<file path="src/amd_pkg.sv">
// Constants and types shared by the address map decoder
// Behaviour
// - 16-bit low-byte and word writes strobe low
// - 8-bit cycles strobe low on every write
// - Config bit two picks combined or low strobe
// - Listed external ranges go to the bus
// - FF2080 to FFDFFF is program memory
// - FF2000 to FF207F is special-purpose memory
// - FF0000 to FF00FF reserved for emulator
// - 0F0000 to FEFFFF is reserved overlay memory
// - 001F00 to 001FFF are peripheral registers
// - 000100 to 0003FF upper register RAM, no direct
// - 00001A to 0000FF lower register RAM
// - 000018 to 000019 hold the stack pointer
// - 000000 to 000017 are CPU registers
// - 002000 to 00DFFF external or remapped ROM
// - Program area internal if rom_bit_a and pin high
// - Clocks derive from the crystal input
// - High strobe for high-byte and word, all 8-bit
package amd_pkg;

	// ****************************************
	// Widths
	// ****************************************
	localparam int ADDR_W = 24; // Full CPU address
	localparam int REGION_W = 18; // One-hot region select width

	// ****************************************
	// Region boundaries, inclusive
	// ****************************************
	localparam logic [23:0] EXT_TOP_LO = 24'hffe000;
	localparam logic [23:0] EXT_TOP_HI = 24'hffffff;
	localparam logic [23:0] PROG_LO = 24'hff2080;
	localparam logic [23:0] PROG_HI = 24'hffdfff;
	localparam logic [23:0] SPM_LO = 24'hff2000;
	localparam logic [23:0] SPM_HI = 24'hff207f;
	localparam logic [23:0] EXT_FF_LO = 24'hff0100;
	localparam logic [23:0] EXT_FF_HI = 24'hff1fff;
	localparam logic [23:0] EMU_LO = 24'hff0000;
	localparam logic [23:0] EMU_HI = 24'hff00ff;
	localparam logic [23:0] OVL_LO = 24'h0f0000;
	localparam logic [23:0] OVL_HI = 24'hfeffff;
	localparam logic [23:0] EXT_HI_LO = 24'h010000;
	localparam logic [23:0] EXT_HI_HI = 24'h0effff;
	localparam logic [23:0] EXT_E_LO = 24'h00e000;
	localparam logic [23:0] EXT_E_HI = 24'h00ffff;
	localparam logic [23:0] RMP_LO = 24'h002000;
	localparam logic [23:0] RMP_HI = 24'h00dfff;
	localparam logic [23:0] PSFR_LO = 24'h001f00;
	localparam logic [23:0] PSFR_HI = 24'h001fff;
	localparam logic [23:0] EXT_LO_LO = 24'h000400;
	localparam logic [23:0] EXT_LO_HI = 24'h001eff;
	localparam logic [23:0] URF_LO = 24'h000100;
	localparam logic [23:0] URF_HI = 24'h0003ff;
	localparam logic [23:0] LRF_LO = 24'h00001a;
	localparam logic [23:0] LRF_HI = 24'h0000ff;
	localparam logic [23:0] SP_LO = 24'h000018;
	localparam logic [23:0] SP_HI = 24'h000019;
	localparam logic [23:0] CSFR_LO = 24'h000000;
	localparam logic [23:0] CSFR_HI = 24'h000017;

	// ****************************************
	// Configuration bit positions
	// ****************************************
	localparam int CFG0_WR_MODE_BIT = 2; // 1 combined strobe, 0 low
	localparam int CFG1_ROM_MAP_BIT = 2; // Internal ROM rom_bit_a

	// ****************************************
	// Reset values
	// ****************************************
	localparam logic [7:0] CFG0_RST = 8'h00;
	localparam logic [7:0] CFG1_RST = 8'h00;

	// Region index into the one-hot select vector
	typedef enum logic [4:0] {
		AMD_EXT_TOP, AMD_PROG, AMD_SPM, AMD_EXT_FF, AMD_EMU, AMD_OVL,
		AMD_EXT_HI, AMD_EXT_E, AMD_EXT_RMP, AMD_ROM_RMP, AMD_PSFR,
		AMD_EXT_LO, AMD_URF, AMD_LRF, AMD_SP, AMD_CSFR, AMD_ROM_PROG,
		AMD_ROM_SPM
	} amd_region_t;

	// Addressing mode bits: direct, indirect, indexed, extended, window
	typedef logic [4:0] amd_modes_t;
	localparam amd_modes_t MODE_NONE = 5'h00;
	localparam amd_modes_t MODE_IIE = 5'h0e; // Indirect indexed extended
	localparam amd_modes_t MODE_IIEW = 5'h1e; // Plus windowed direct
	localparam amd_modes_t MODE_IIW = 5'h16; // No direct, no extended
	localparam amd_modes_t MODE_DIIW = 5'h17; // Direct, ind, idx, window

endpackage

</file>
<file path="src/amd_range_cmp.sv">
// Inclusive address range comparator
`timescale 1ns/1ps
`default_nettype none
module amd_range_cmp #(
	parameter logic [23:0] LO = 24'h000000,
	parameter logic [23:0] HI = 24'hffffff
) (
	// Address in
	input wire logic [23:0] addr_in,
	// Hit out
	output logic hit_out
);

	// Full-width compare so aliases never match
	assign hit_out = (addr_in >= LO) && (addr_in <= HI);

endmodule
`default_nettype wire

</file>
<file path="src/amd_decoder.sv">
// Address map decoder with write strobe generation
`timescale 1ns/1ps
`default_nettype none
module amd_decoder #(
	parameter bit ROM_PRESENT = 1'b1 // Variant carries internal ROM
) (
	// Clock and reset
	input wire logic ref_clk_in,
	input wire logic rst_b_in,
	// Crystal-derived clock enable, one pulse per internal state
	input wire logic crystal_input_in,
	// CPU address path
	input wire logic [23:0] addr_in,
	input wire logic addr_valid_in,
	input wire logic wr_in,
	input wire logic [1:0] byte_en_in,
	input wire logic bus16_in,
	// Configuration
	input wire logic [7:0] chip_config_reg_zero_in,
	input wire logic [7:0] chip_config_byte_one_in,
	input wire logic external_access_pin_in,
	// Region selects, one-hot
	output logic [17:0] region_sel_out,
	output logic external_out,
	output logic [4:0] modes_out,
	// Bus strobes, active low
	output logic low_byte_write_strobe_b_out,
	output logic high_byte_write_strobe_b_out,
	output logic byte_high_en_b_out,
	// Clock output pin
	output logic clock_output_pin_out
);

	// ****************************************
	// State
	// ****************************************
	typedef struct packed {
		logic [17:0] sel; // Registered region select
		logic ext; // Registered external flag
		logic [4:0] modes; // Permitted addressing modes
		logic lo_wr_b; // Low or combined write strobe
		logic hi_wr_b; // High strobe or byte-high enable
		logic bhe_b; // Byte-high enable copy
		logic clk_out; // Divided clock output
	} amd_state_t;

	amd_state_t st_q;
	amd_state_t st_d;

	// ****************************************
	// Range hits
	// ****************************************
	logic [14:0] hit; // One bit per address range
	logic rom_bit_a_rom; // Low program window uses ROM
	logic prog_rom; // High program window uses ROM

	// One comparator per range; the chain below settles priority
	// Top external block, up to the last address
	amd_range_cmp #(
		.LO(amd_pkg::EXT_TOP_LO),
		.HI(amd_pkg::EXT_TOP_HI)
	) u_top (
		.addr_in(addr_in),
		.hit_out(hit[0])
	);
	// Program memory
	amd_range_cmp #(
		.LO(amd_pkg::PROG_LO),
		.HI(amd_pkg::PROG_HI)
	) u_prog (
		.addr_in(addr_in),
		.hit_out(hit[1])
	);
	// Special-purpose memory just below it
	amd_range_cmp #(
		.LO(amd_pkg::SPM_LO),
		.HI(amd_pkg::SPM_HI)
	) u_spm (
		.addr_in(addr_in),
		.hit_out(hit[2])
	);
	// External block above the emulator space
	amd_range_cmp #(
		.LO(amd_pkg::EXT_FF_LO),
		.HI(amd_pkg::EXT_FF_HI)
	) u_eff (
		.addr_in(addr_in),
		.hit_out(hit[3])
	);
	// Emulator space, never reached by software
	amd_range_cmp #(
		.LO(amd_pkg::EMU_LO),
		.HI(amd_pkg::EMU_HI)
	) u_emu (
		.addr_in(addr_in),
		.hit_out(hit[4])
	);
	// Overlay space kept for later parts
	amd_range_cmp #(
		.LO(amd_pkg::OVL_LO),
		.HI(amd_pkg::OVL_HI)
	) u_ovl (
		.addr_in(addr_in),
		.hit_out(hit[5])
	);
	// Upper external block
	amd_range_cmp #(
		.LO(amd_pkg::EXT_HI_LO),
		.HI(amd_pkg::EXT_HI_HI)
	) u_ehi (
		.addr_in(addr_in),
		.hit_out(hit[6])
	);
	// External block above the low program window
	amd_range_cmp #(
		.LO(amd_pkg::EXT_E_LO),
		.HI(amd_pkg::EXT_E_HI)
	) u_ee (
		.addr_in(addr_in),
		.hit_out(hit[7])
	);
	// Low program window, ROM or bus
	amd_range_cmp #(
		.LO(amd_pkg::RMP_LO),
		.HI(amd_pkg::RMP_HI)
	) u_rmp (
		.addr_in(addr_in),
		.hit_out(hit[8])
	);
	// Peripheral registers
	amd_range_cmp #(
		.LO(amd_pkg::PSFR_LO),
		.HI(amd_pkg::PSFR_HI)
	) u_psfr (
		.addr_in(addr_in),
		.hit_out(hit[9])
	);
	// Lower external block
	amd_range_cmp #(
		.LO(amd_pkg::EXT_LO_LO),
		.HI(amd_pkg::EXT_LO_HI)
	) u_elo (
		.addr_in(addr_in),
		.hit_out(hit[10])
	);
	// Upper register RAM
	amd_range_cmp #(
		.LO(amd_pkg::URF_LO),
		.HI(amd_pkg::URF_HI)
	) u_urf (
		.addr_in(addr_in),
		.hit_out(hit[11])
	);
	// Lower register RAM
	amd_range_cmp #(
		.LO(amd_pkg::LRF_LO),
		.HI(amd_pkg::LRF_HI)
	) u_lrf (
		.addr_in(addr_in),
		.hit_out(hit[12])
	);
	// Stack pointer word
	amd_range_cmp #(
		.LO(amd_pkg::SP_LO),
		.HI(amd_pkg::SP_HI)
	) u_sp (
		.addr_in(addr_in),
		.hit_out(hit[13])
	);
	// CPU registers from address zero
	amd_range_cmp #(
		.LO(amd_pkg::CSFR_LO),
		.HI(amd_pkg::CSFR_HI)
	) u_csfr (
		.addr_in(addr_in),
		.hit_out(hit[14])
	);

	// ****************************************
	// ROM steering
	// ****************************************
	// Low window follows the access pin alone; program window also needs the rom_bit_a bit
	assign rom_bit_a_rom = ROM_PRESENT && external_access_pin_in;
	assign prog_rom = ROM_PRESENT && external_access_pin_in &&
		chip_config_byte_one_in[amd_pkg::CFG1_ROM_MAP_BIT];

	// ****************************************
	// Next-state logic
	// ****************************************
	always_comb begin
		logic [17:0] sel;
		logic wr_low;
		logic wr_high;
		logic combined;
		sel = 18'h00000;
		wr_low = 1'b0;
		wr_high = 1'b0;
		combined = 1'b0;
		st_d = st_q;
		st_d.modes = amd_pkg::MODE_NONE;
		// Ranges are disjoint, so this chain picks one only
		if (hit[0]) begin
			// Top external block
			sel[amd_pkg::AMD_EXT_TOP] = 1'b1;
			st_d.modes = amd_pkg::MODE_IIE;
		end else if (hit[1]) begin
			// Program area in ROM or out on the bus
			if (prog_rom) begin
				sel[amd_pkg::AMD_ROM_PROG] = 1'b1;
			end else begin
				sel[amd_pkg::AMD_PROG] = 1'b1;
			end
			st_d.modes = amd_pkg::MODE_IIE;
		end else if (hit[2]) begin
			// Special-purpose area follows the program area
			if (prog_rom) begin
				sel[amd_pkg::AMD_ROM_SPM] = 1'b1;
			end else begin
				sel[amd_pkg::AMD_SPM] = 1'b1;
			end
			st_d.modes = amd_pkg::MODE_IIE;
		end else if (hit[3]) begin
			// External block above the emulator space
			sel[amd_pkg::AMD_EXT_FF] = 1'b1;
			st_d.modes = amd_pkg::MODE_IIE;
		end else if (hit[4]) begin
			// Emulator space, no mode reaches it
			sel[amd_pkg::AMD_EMU] = 1'b1;
			st_d.modes = amd_pkg::MODE_NONE;
		end else if (hit[5]) begin
			// Overlay space, internal
			sel[amd_pkg::AMD_OVL] = 1'b1;
			st_d.modes = amd_pkg::MODE_IIE;
		end else if (hit[6]) begin
			// Upper external block
			sel[amd_pkg::AMD_EXT_HI] = 1'b1;
			st_d.modes = amd_pkg::MODE_IIE;
		end else if (hit[7]) begin
			// External block above the low window
			sel[amd_pkg::AMD_EXT_E] = 1'b1;
			st_d.modes = amd_pkg::MODE_IIE;
		end else if (hit[8]) begin
			// Low program window: pin chooses ROM or bus
			if (rom_bit_a_rom) begin
				sel[amd_pkg::AMD_ROM_RMP] = 1'b1;
			end else begin
				sel[amd_pkg::AMD_EXT_RMP] = 1'b1;
			end
			st_d.modes = amd_pkg::MODE_IIE;
		end else if (hit[9]) begin
			// Peripheral registers also reachable through the window
			sel[amd_pkg::AMD_PSFR] = 1'b1;
			st_d.modes = amd_pkg::MODE_IIEW;
		end else if (hit[10]) begin
			// Lower external block
			sel[amd_pkg::AMD_EXT_LO] = 1'b1;
			st_d.modes = amd_pkg::MODE_IIE;
		end else if (hit[11]) begin
			// Upper register RAM, no plain direct mode
			sel[amd_pkg::AMD_URF] = 1'b1;
			st_d.modes = amd_pkg::MODE_IIW;
		end else if (hit[12]) begin
			// Lower register RAM
			sel[amd_pkg::AMD_LRF] = 1'b1;
			st_d.modes = amd_pkg::MODE_DIIW;
		end else if (hit[13]) begin
			// Stack pointer word
			sel[amd_pkg::AMD_SP] = 1'b1;
			st_d.modes = amd_pkg::MODE_DIIW;
		end else begin
			// Only 000000..000017 is left
			sel[amd_pkg::AMD_CSFR] = 1'b1;
			st_d.modes = amd_pkg::MODE_DIIW;
		end
		st_d.sel = sel;
		// External flag: every region that goes out on the bus
		st_d.ext = sel[amd_pkg::AMD_EXT_TOP] |
			sel[amd_pkg::AMD_PROG] |
			sel[amd_pkg::AMD_SPM] |
			sel[amd_pkg::AMD_EXT_FF] |
			sel[amd_pkg::AMD_EXT_HI] |
			sel[amd_pkg::AMD_EXT_E] |
			sel[amd_pkg::AMD_EXT_RMP] |
			sel[amd_pkg::AMD_EXT_LO];
		// Lane strobes only on external writes; in combined mode the high pin also goes low on external reads
		combined = chip_config_reg_zero_in[amd_pkg::CFG0_WR_MODE_BIT];
		if (addr_valid_in && wr_in && st_d.ext) begin
			if (!bus16_in) begin
				// Narrow bus: both strobes on every write
				wr_low = 1'b1;
				wr_high = 1'b1;
			end else begin
				// Wide bus: each lane strobes on its own enable
				wr_low = byte_en_in[0];
				wr_high = byte_en_in[1];
			end
		end
		if (combined) begin
			// Combined mode: pin is a plain write, partner is BHE
			st_d.lo_wr_b = !(addr_valid_in && wr_in && st_d.ext);
			st_d.hi_wr_b = !(addr_valid_in && st_d.ext && byte_en_in[1]);
		end else begin
			// Split mode: one strobe per byte lane
			st_d.lo_wr_b = !wr_low;
			st_d.hi_wr_b = !wr_high;
		end
		// Byte-high enable shows on reads too, so no write gating
		st_d.bhe_b = !(addr_valid_in && st_d.ext && byte_en_in[1]);
		// Clock out toggles on each crystal-derived tick
		st_d.clk_out = st_q.clk_out ^ crystal_input_in;
	end

	// ****************************************
	// State register
	// ****************************************
	always_ff @(posedge ref_clk_in or negedge rst_b_in) begin
		if (!rst_b_in) begin
			// Strobes park high so the bus never sees a false write
			st_q.sel <= 18'h00000;
			st_q.ext <= 1'b0;
			st_q.modes <= amd_pkg::MODE_NONE;
			st_q.lo_wr_b <= 1'b1;
			st_q.hi_wr_b <= 1'b1;
			st_q.bhe_b <= 1'b1;
			st_q.clk_out <= 1'b0;
		end else begin
			st_q <= st_d;
		end
	end

	// ****************************************
	// Outputs
	// ****************************************
	assign region_sel_out = st_q.sel;
	assign external_out = st_q.ext;
	assign modes_out = st_q.modes;
	assign low_byte_write_strobe_b_out = st_q.lo_wr_b;
	assign high_byte_write_strobe_b_out = st_q.hi_wr_b;
	assign byte_high_en_b_out = st_q.bhe_b;
	assign clock_output_pin_out = st_q.clk_out;

endmodule
`default_nettype wire

</file>
<file path="config.mk">
export PLATFORM = sky130hd
export DESIGN_NAME = amd_decoder
export DESIGN_NICKNAME = d
export VERILOG_FILES = /design/src/amd_pkg.sv /design/src/amd_range_cmp.sv /design/src/amd_decoder.sv
export SDC_FILE = /design/constraint.sdc
export NUM_CORES = 1
export LEC_CHECK = 0
export ABC_AREA = 1
export BUFFER_PORTS_ARGS = -buffer_cell sky130_fd_sc_hd__buf_2
export CAP_MARGIN = 20
export CORE_MARGIN = 2
export CORE_UTILIZATION = 50
export CTS_BUF_LIST = sky130_fd_sc_hd__clkbuf_16
export DETAILED_ROUTE_END_ITERATION = 8
export PLACE_DENSITY = 0.85
export SETUP_SLACK_MARGIN = 0.15
export SYNTH_ARGS = -nofsm -noshare
export SYNTH_HDL_FRONTEND = slang
export SYNTH_HIERARCHICAL = 1
export SYNTH_SLANG_ARGS = --single-unit
export TNS_END_PERCENT = 10
</file>
<file path="constraint.sdc">
create_clock -name ref_clk_in -period 0.8 [get_ports ref_clk_in]
set_input_delay 0.12 -clock ref_clk_in [delete_from_list [all_inputs] [get_ports ref_clk_in]]
set_output_delay 0.12 -clock ref_clk_in [all_outputs]
set_load 0.02 [all_outputs]
</file>
==> results.tsv, run 1 <==
stage	metric	value	unit
worst_setup_path	critPathLaunch	addr_in[11]	
clock_network	numCtsBuffers	3	
clock_network	cts_tree	yes	
worst_setup_path	path_buf_inv	3	
cells_and_area	final_cells	548	
sta	skew	0	ns
drt	ant_nets	0	
worst_setup_path	cp_cell_sequence	buf_12 > inv_1 > nand2_1 > nor2_1 > nand3_1 > nor2_4 > nor2_4 > nand2_2 > nand3_2 > nor2_4 > nand3_4 > nand3_2 > nand2_1 > inv_1	
worst_setup_path	crit_path_frequent_cell	nor2_4	
drt	finalWirelength	7.95	mm
worst_hold_path	min_from	byte_en_in[0]	
sta	setup_tns	-12.35	ns
worst_setup_path	worst-path-stages	14	
drt	wl_met2	4.06	mm
drt	viasPerCell	5.15	
synthesis	synth_cell_types	20	
place	gp_congestion	0.914	
worst_setup_path	crit_type	input pin to register	
die	die_h	69.8	um
global_routing	grt_antenna_before_repair	0	
place	preCtsSetupSlack	-0.852	ns
sta	period_share	1.72	
drt	drt-met1-wl	2.96	mm
die	dieArea	0.00487	mm^2
global_routing	gr-total-overflow	0	
drt	drt-initial-drc-count	345	
cells_and_area	num-nets-final	548	
worst_setup_path	worstPathMaxFanout	8	
worst_setup_path	cpMaxStageDelayCell	nand3_1	
clock_network	htreeDepth	1	
sta	worst_slew_pin_slew	0.313	ns
drt	drc	0	
synthesis	ys_ff_latch	27	
power_and_ir_drop	irDropWorstVdd	1.13	mV
place	dp.cells	535	
global_routing	track_usage	0.276	
worst_setup_path	startpoint_type	input pin	
clock_network	worstSkewPairLatency	0.26	ns
clock_network	clock-root-buffer	clkbuf_16	
die	core	0.00409	mm^2
drt	wl_met3	596	um
worst_setup_path	r2r_setup_slack	0.17	ns
worst_hold_path	worstHoldPathCells	2	
sta	timing.fmax	0.727	GHz
run_status	violations	setup timing	
cells_and_area	mostFrequentLayoutCell	nand2_1	
drt	post_drt_wl_per_cell	14.5	um
global_routing	grt_pass1_wl	11.1	mm
worst_setup_path	critical_path_arrival	1.59	ns
sta	hold_violations	0	
synthesis	syn_avg_cell_area	5.63	um^2
worst_setup_path	r2r-end	clock_output_pin_out$_DFF_PN0_	
power_and_ir_drop	p_leak	1.95	nW
clock_network	cts_num_sinks	27	
power_and_ir_drop	power	0.00357	W
die	num_rows	23	
synthesis	synth-seq-area-share	0.314	
clock_network	cts_max_path_buffers	2	
cells_and_area	syn_to_final_growth	61.1	%
global_routing	grt_pass1_vias	2523	
power_and_ir_drop	power_density	1020	mW/mm^2
sta	rsz0062_at_grt	true	
worst_setup_path	r2r_start	clock_output_pin_out$_DFF_PN0_	
synthesis	syn_area	0.00216	mm^2
cells_and_area	num_antenna_cells	0	
cells_and_area	layout-drive-gt1-share	0.384	
sta	period_needed	1.38	ns
die	die_x	69.8	um
worst_setup_path	slowest_delay	0.16	ns
sta	setup_viol	53	
sta	slew_viol_final	0	
cells_and_area	mostFrequentLayoutCells	nand2_1 (101), inv_1 (86), nor2_1 (80), buf_4 (45), buf_2 (41)	
place	postPlaceCellArea	0.00286	mm^2
global_routing	grt_max_degree	28	
worst_setup_path	end_kind	register	
die	start_util	0.529	
run_status	outcome	finished with violations	
drt	topRoutingLayerUsed	met4	
drt	drt_first_pass_iters	7	
place	hpwl	4.32	mm
cells_and_area	fin_area	0.00348	mm^2
place	io_buffers	61	
synthesis	synth_fp_nets	433	
synthesis	ys_warn_count	6	
worst_setup_path	required	1.01	ns
drt	vias	2822	
clock_network	clkSlewWorstSetupHoldPaths	0.07	ns
sta	slew-limit-headroom	0.789	
sta	worst_slack	-0.576	ns
die	pin_count	77	
worst_hold_path	min_path_type	input pin to register	
run	maxCapViolations	0	
synthesis	postSynthCellCount	384	
worst_setup_path	critPathTopFamily	simple AND/OR/NAND/NOR gates	
worst_setup_path	ff2ff_path_depth	1	
worst_setup_path	crit_end	high_byte_write_strobe_b_out$_DFF_PN1_	
state kept, by name (all words and copies together), names as in the netlist:
signal                        count
high_byte_write_strobe_b_out      1
region_sel_out                   18
clock_output_pin_out              1
low_byte_write_strobe_b_out       1
external_out                      1
byte_high_en_b_out                1
modes_out                         4
worst min-delay path by stage:
stage                                             to  slack (ns)
5_1_grt        low_byte_write_strobe_b_out$_DFF_PN1_        0.03
4_1_cts        low_byte_write_strobe_b_out$_DFF_PN1_        0.02
6_report       low_byte_write_strobe_b_out$_DFF_PN1_        0.02
3_5_place_dp                  modes_out[2]$_DFF_PN0_        0.08
3_3_place_gp            region_sel_out[13]$_DFF_PN0_        0.07
2_1_floorplan         clock_output_pin_out$_DFF_PN0_       -0.18
power breakdown:
group	leakage [nW]	switching [W]	internal, W
clock network	0.0371	0.000461	0.000680
registers	0.349	0.0000185	0.00141
logic	1.56	0.000569	0.000432
total	1.95	0.00105	0.00252
layer usage:
metal,vias to the layer above,GRT usage
met1,1262,0.321
met2,189,0.499
met4,0,0.122
met5,-,0
met3,39,0.0363
li1,1332,-
what timing repair did:
item                                   4_1_cts  5_1_grt
endpoints found under the hold margin       24        0
resized for setup                           69       51
cloned                                       1        0
setup endpoints to repair                   55       54
buffers inserted                             2        5
hold buffers                                 1        0
pin swaps                                   23       27
cell families (layout without fill, tap and decap cells):
logic type      after synthesis  after routing  synth area share
buf+inv                      97            211             0.170
flops                        27             27             0.314
compound gates                2              2           0.00810
simple gates                257            257             0.504
xor+xnor                      1              1           0.00405
per-stage QoR:
stage,util,hold slack (ns)
2_1_floorplan,-,-0.176
3_3_place_gp,0.700,0.0706
3_5_place_dp,0.700,0.0776
4_1_cts,0.796,0.0230
5_1_grt,0.853,0.0296
6_report,0.853,0.0205
layout make-up:
cell class | count | area (um^2)
tap | 50 | 62.6
fill | 232 | 602
timing repair buffer | 111 | 918
inverter | 96 | 360
sequential | 27 | 679
clock inverter | 1 | 7.51
clock buffer | 3 | 75.1
multi-input combinational | 260 | 1380
cell usage after synthesis (all sizes together):
cell	count	area, um^2
o311ai	1	8.76
dfstp	3	78.8
dfrtp	24	601
nor2	119	487
buf	1	7.51
nor4	1	6.26
inv	95	357
or2	1	6.26
a21oi	1	8.76
clkinv	1	3.75
nand4	5	31.3
nand2	107	402
nand3	20	138
nor3	4	20.0
xor2	1	8.76
(Power assumes the default switching activity.)
==> inputs of run 2 (changes only) <==
--- a/constraint.sdc
+++ b/constraint.sdc
@@ -3,2 +3,2 @@
 set_output_delay 0.12 -clock ref_clk_in [all_outputs]
-set_load 0.02 [all_outputs]
+set_load 0.05 [all_outputs]
==> run 2 against run 1 <==
  * The flow finishes with violations (DRC, hold timing, setup timing)
  * Total power is 16% higher
  * Sequential power hardly changed
  * Count of clock-buffer cells in the layout stayed put
  * Cell area is 14% higher
  * Sequential share of layout area is 2.4 points lower
  * Wire length is 72% higher
  * Global-route usage is 7.3 points higher
  * Core utilization is 12 points higher
  * Critical path type unchanged
  * Largest cell class unchanged
  * Highest routed layer is now met5
==> results.tsv, run 2 (same netlist as run 1, synthesis figures left out) <==
stage	metric	value	unit
run_status	outcome	finished with violations	
run_status	violations	DRC, hold timing, setup timing	
cells_and_area	fillers	74	
cells_and_area	mostFrequentLayoutCell	nand2_1	
power_and_ir_drop	irDropWorstVdd	0.846	mV
power_and_ir_drop	p_leak	2.09	nW
drt	drt_first_pass_iters	9	
sta	skew	0	ns
worst_setup_path	required	1.01	ns
worst_setup_path	r2r-end	clock_output_pin_out$_DFF_PN0_	
worst_setup_path	critical_path_arrival	1.72	ns
global_routing	track_usage	0.348	
worst_setup_path	crit_type	input pin to register	
power_and_ir_drop	power_density	1040	mW/mm^2
sta	slew-limit-headroom	0.722	
place	preCtsSetupSlack	-0.813	ns
cells_and_area	syn_to_final_growth	83.2	%
cells_and_area	layout-drive-gt1-share	0.437	
run	maxCapViolations	0	
place	hpwl	4.16	mm
sta	slew_viol_final	0	
clock_network	cts_num_sinks	27	
sta	rsz0062_at_grt	true	
die	core	0.00409	mm^2
cells_and_area	largest_reg_flops	18	
drt	finalWirelength	13.7	mm
sta	setup_viol	54	
worst_setup_path	ff2ff_path_depth	1	
drt	drc	107	
die	num_rows	23	
sta	period_share	1.90	
clock_network	cts_max_path_buffers	2	
drt	post_drt_wl_per_cell	24.6	um
worst_setup_path	path_buf_inv	3	
cells_and_area	multi_input_area	0.00147	mm^2
sta	hold_violations	11	
worst_setup_path	cp_cell_sequence	buf_12 > nor2_4 > nand3_2 > nand2_2 > a21oi_4 > nor2_4 > buf_6 > nand3_4 > nor2_4 > nand3_2 > inv_2 > nand2_2 > nor2_1	
clock_network	clkSlewWorstSetupHoldPaths	0.08	ns
worst_setup_path	startpoint_type	input pin	
die	dieArea	0.00487	mm^2
power_and_ir_drop	power	0.00412	W
sta	timing.fmax	0.658	GHz
die	die_x	69.8	um
global_routing	grt_antenna_before_repair	0	
drt	viasPerCell	6.51	
place	gp_congestion	0.905	
clock_network	clock-root-buffer	clkbuf_16	
worst_setup_path	r2r_start	clock_output_pin_out$_DFF_PN0_	
worst_setup_path	worstPathMaxFanout	5	
cells_and_area	num-nets-final	556	
worst_setup_path	critPathTopFamily	simple AND/OR/NAND/NOR gates	
drt	drt-initial-drc-count	724	
drt	vias	3617	
die	pin_count	77	
sta	holdWs	-0.238	ns
global_routing	grt_pass1_vias	2868	
clock_network	cts_tree	yes	
place	io_buffers	61	
worst_setup_path	r2r_setup_slack	0.10	ns
worst_setup_path	cpMaxStageDelayCell	nor2_4	
worst_hold_path	min_path_type	input pin to asynchronous set/reset pin	
worst_setup_path	crit_path_frequent_cell	nor2_4	
clock_network	htreeDepth	1	
global_routing	grt_pass1_wl	13.5	mm
sta	period_needed	1.52	ns
global_routing	grt_max_degree	17	
sta	worst_slack	-0.719	ns
clock_network	numCtsBuffers	3	
die	start_util	0.529	
die	die_h	69.8	um
drt	ant_nets	0	
clock_network	worstSkewPairLatency	0.28	ns
cells_and_area	mostFrequentLayoutCells	nand2_1 (93), inv_1 (79), nor2_1 (73), buf_4 (47), buf_6 (33)	
sta	setup_tns	-17.83	ns
sta	worst_slew_pin_slew	0.417	ns
worst_setup_path	end_kind	register	
cells_and_area	seq_area	679	um^2
global_routing	gr-total-overflow	0	
worst_setup_path	slowest_delay	0.24	ns
cells_and_area	num_antenna_cells	0	
==> run 2: power by group <==
group | total (W) | internal [W] | leakage (nW) | switching, W
clock network | 0.00124 | 0.000684 | 0.0371 | 0.000559
registers | 0.00144 | 0.00140 | 0.349 | 0.0000380
logic | 0.00143 | 0.000587 | 1.70 | 0.000846
total | 0.00412 | 0.00268 | 2.09 | 0.00144
==> run 2: through the flow <==
| stage | hold slack [ns] | cells | utilization | area [um^2] |
|---|---|---|---|---|
| 3_5_place_dp | 0.0365 | 529 | 0.687 | 2810 |
| 6_report | -0.238 | 556 | 0.970 | 3960 |
| 5_1_grt | -0.227 | 556 | 0.970 | 3960 |
| 2_1_floorplan | -0.176 | 384 | - | 2180 |
| 4_1_cts | -0.239 | 543 | 0.871 | 3560 |
| 3_3_place_gp | 0.0272 | 529 | 0.687 | 2810 |
==> run 2: routing by layer <==
metal  global-route usage  share of wire  wire length [um]
met5                    0         0.0021                29
met4                0.179           0.12              1690
met3               0.0363           0.15              2020
met2                0.642           0.42              5810
met1                0.391           0.30              4120
==> run 2: how the worst max path moves through the flow <==
stage / start / endpoint / slack [ns] / depth (start not counted)
floorplan: addr_in[22] / high_byte_write_strobe_b_out$_DFF_PN1_ / -0.37 / 14
global placement: addr_in[20] / high_byte_write_strobe_b_out$_DFF_PN1_ / -0.75 / 13
detailed placement: addr_in[19] / region_sel_out[15]$_DFF_PN0_ / -0.81 / 13
CTS: addr_in[10] / high_byte_write_strobe_b_out$_DFF_PN1_ / -0.41 / 12
global route: addr_in[13] / high_byte_write_strobe_b_out$_DFF_PN1_ / -0.83 / 14
finish: addr_in[10] / region_sel_out[14]$_DFF_PN0_ / -0.72 / 13
==> run 2: area by class of cell <==
type | instances | area share
multi-input cells | 260 | 0.371
repair buffers | 119 | 0.325
flip-flops and latches | 27 | 0.171
inverters | 96 | 0.0953
clock buffers | 3 | 0.0189
well taps | 50 | 0.0158
clock inverters | 1 | 0.00189
==> run 2: repair_timing <==
action | 4_1_cts | 5_1_grt
gates cloned | 2 | 3
gates resized for setup | 159 | 69
setup endpoints to repair | 54 | 55
buffers inserted | 8 | 10
hold endpoints to repair | 10 | 10
pin swaps | 36 | 46
==> inputs of run 3 (changes only) <==
SKIP_CTS_REPAIR_TIMING = 1   (was default)
==> run 3 against run 2 <==
  * The run ends with hold timing, setup timing left
  * Total power shrank 7.9%
  * Largest cell class unchanged
  * Via count shrank 18%
  * Largest power group unchanged
  * Non-clock buffer count shrank 14
  * Setup slack gained 0.12 ns
  * Cell area shrank 9.7%
==> results.tsv, run 3 (same netlist as run 1, synthesis figures left out) <==
stage	metric	value	unit
run_status	outcome	finished with violations	
run_status	violations	hold timing, setup timing	
cells_and_area	mostFrequentLayoutCells	nand2_1 (98), inv_1 (81), nor2_1 (79), buf_4 (41), buf_6 (34)	
power_and_ir_drop	p_leak	1.93	nW
sta	timing.fmax	0.713	GHz
sta	worst_slew_pin_slew	0.351	ns
worst_setup_path	path_buf_inv	3	
worst_setup_path	required	0.99	ns
power_and_ir_drop	cell_internal_pwr	0.00257	W
global_routing	grt_max_degree	17	
place	dp.cells	529	
clock_network	cts_max_path_buffers	2	
power_and_ir_drop	power	0.00379	W
worst_setup_path	startpoint_type	input pin	
clock_network	clkSlewWorstSetupHoldPaths	0.07	ns
worst_setup_path	crit_type	input pin to register	
place	io_buffers	61	
sta	period_share	1.75	
cells_and_area	largest_reg_flops	18	
place	hpwl	4.16	mm
drt	viasPerCell	5.45	
clock_network	cts_num_sinks	27	
sta	skew	0	ns
drt	post_drt_wl_per_cell	16.0	um
sta	slew_viol_final	0	
cells_and_area	mostFrequentLayoutCell	nand2_1	
power_and_ir_drop	combinationalPowerShare	0.309	
drt	drt_first_pass_iters	7	
global_routing	gr-total-overflow	0	
cells_and_area	final_cells	542	
power_and_ir_drop	p_sw	0.00122	W
run	maxCapViolations	0	
power_and_ir_drop	sw_frac_of_total	0.322	
worst_setup_path	cp_cell_sequence	buf_8 > nor2_1 > nand2_1 > nand3_1 > inv_2 > nor2_4 > nand4_1 > nor2_4 > nand3_2 > inv_2 > nand2_2 > nor2_1	
cells_and_area	syn_to_final_growth	65.4	%
cells_and_area	layout-drive-gt1-share	0.392	
clock_network	htreeDepth	1	
drt	vias	2956	
drt	wl_met2	4.53	mm
worst_setup_path	slowest_delay	0.23	ns
drt	drt-initial-drc-count	318	
clock_network	worstSkewPairLatency	0.27	ns
die	pin_count	77	
global_routing	grt_antenna_before_repair	0	
place	postPlaceCellArea	0.00281	mm^2
die	core	0.00409	mm^2
global_routing	grt_pass1_wl	9.29	mm
die	die_x	69.8	um
global_routing	grt_pass1_vias	2246	
worst_setup_path	worstPathMaxFanout	13	
drt	finalWirelength	8.68	mm
clock_network	numCtsBuffers	3	
worst_setup_path	cpMaxStageDelayCell	nand4_1	
clock_network	clock-root-buffer	clkbuf_16	
sta	slew-limit-headroom	0.766	
worst_hold_path	min_path_type	input pin to asynchronous set/reset pin	
worst_setup_path	critical_path_arrival	1.60	ns
power_and_ir_drop	pwr-share-clk	0.312	
power_and_ir_drop	irDropWorstVdd	0.682	mV
drt	drt-met1-wl	3.03	mm
drt	wl_met3	723	um
cells_and_area	fin_area	0.00358	mm^2
die	dieArea	0.00487	mm^2
global_routing	track_usage	0.229	
clock_network	cts_tree	yes	
power_and_ir_drop	seq_power_share	0.380	
drt	ant_nets	0	
die	num_rows	23	
worst_setup_path	critPathTopFamily	simple AND/OR/NAND/NOR gates	
sta	hold_violations	10	
die	die_h	69.8	um
cells_and_area	num_antenna_cells	0	
sta	holdWs	-0.250	ns
power_and_ir_drop	power_density	1060	mW/mm^2
cells_and_area	num-nets-final	542	
sta	worst_slack	-0.602	ns
die	start_util	0.529	
drt	topRoutingLayerUsed	met4	
sta	setup_viol	52	
sta	rsz0062_at_grt	true	
sta	period_needed	1.40	ns
worst_setup_path	end_kind	register	
place	gp_congestion	0.905	
cells_and_area	fillers	196	
drt	drc	0	
run 3: changes by cell type in the layout (fill, tap and decap cells not counted), moves of 4 or more:
cell and change:
nor2_4 -9, nand2_2 -4, nor2_1 +6, inv_4 -5, nand2_1 +5, buf_4 -6
buf_12 -8
run 3: path summary, 6_finish.rpt:
check,start,end,slack (ns),cells after the start
min reg2reg,clock_output_pin_out$_DFF_PN0_,clock_output_pin_out$_DFF_PN0_,0.51,1
max,addr_in[16],region_sel_out[14]$_DFF_PN0_,-0.60,12
min in group ref_clk_in,crystal_input_in,clock_output_pin_out$_DFF_PN0_,0.03,2
min,rst_b_in,region_sel_out[7]$_DFF_PN0_,-0.25,1
max in group asynchronous,rst_b_in,region_sel_out[4]$_DFF_PN0_,0.61,2
max reg2reg,clock_output_pin_out$_DFF_PN0_,clock_output_pin_out$_DFF_PN0_,0.11,1
run 3: power groups by stage:
stage               clock network, W  registers (W)  logic [W]
floorplan                          0        0.00159   0.000295
global placement                   0        0.00145   0.000830
detailed placement                 0        0.00145   0.000851
CTS                          0.00112        0.00143   0.000856
global route                 0.00124        0.00144    0.00125
finish                       0.00118        0.00144    0.00117
run 3: stage by stage:
stage           util  setup slack, ns  setup TNS, ns
2_1_floorplan      -           -0.366          -4.28
3_3_place_gp   0.687           -0.747         -14.81
3_5_place_dp   0.687           -0.813         -15.66
4_1_cts        0.707           -0.556         -13.79
5_1_grt        0.876           -0.668         -14.87
6_report       0.876           -0.602         -13.19
run 3: cell type report:
cell class              instances  area (um^2)  area share
clock buffers                   3         75.1      0.0210
clock inverters                 1         7.51     0.00210
inverters                      96          365       0.102
multi-input cells             260         1360       0.379
flip-flops and latches         27          679       0.190
well taps                      50         62.6      0.0175
repair buffers                105         1030       0.288
run 3: per-layer routing:
| layer | global-route usage | vias to the layer above |
|---|---|---|
| met4 | 0.0641 | 0 |
| met1 | 0.273 | 1345 |
| met2 | 0.429 | 232 |
| met3 | 0.0247 | 56 |
| li1 | - | 1323 |
| met5 | 0 | - |
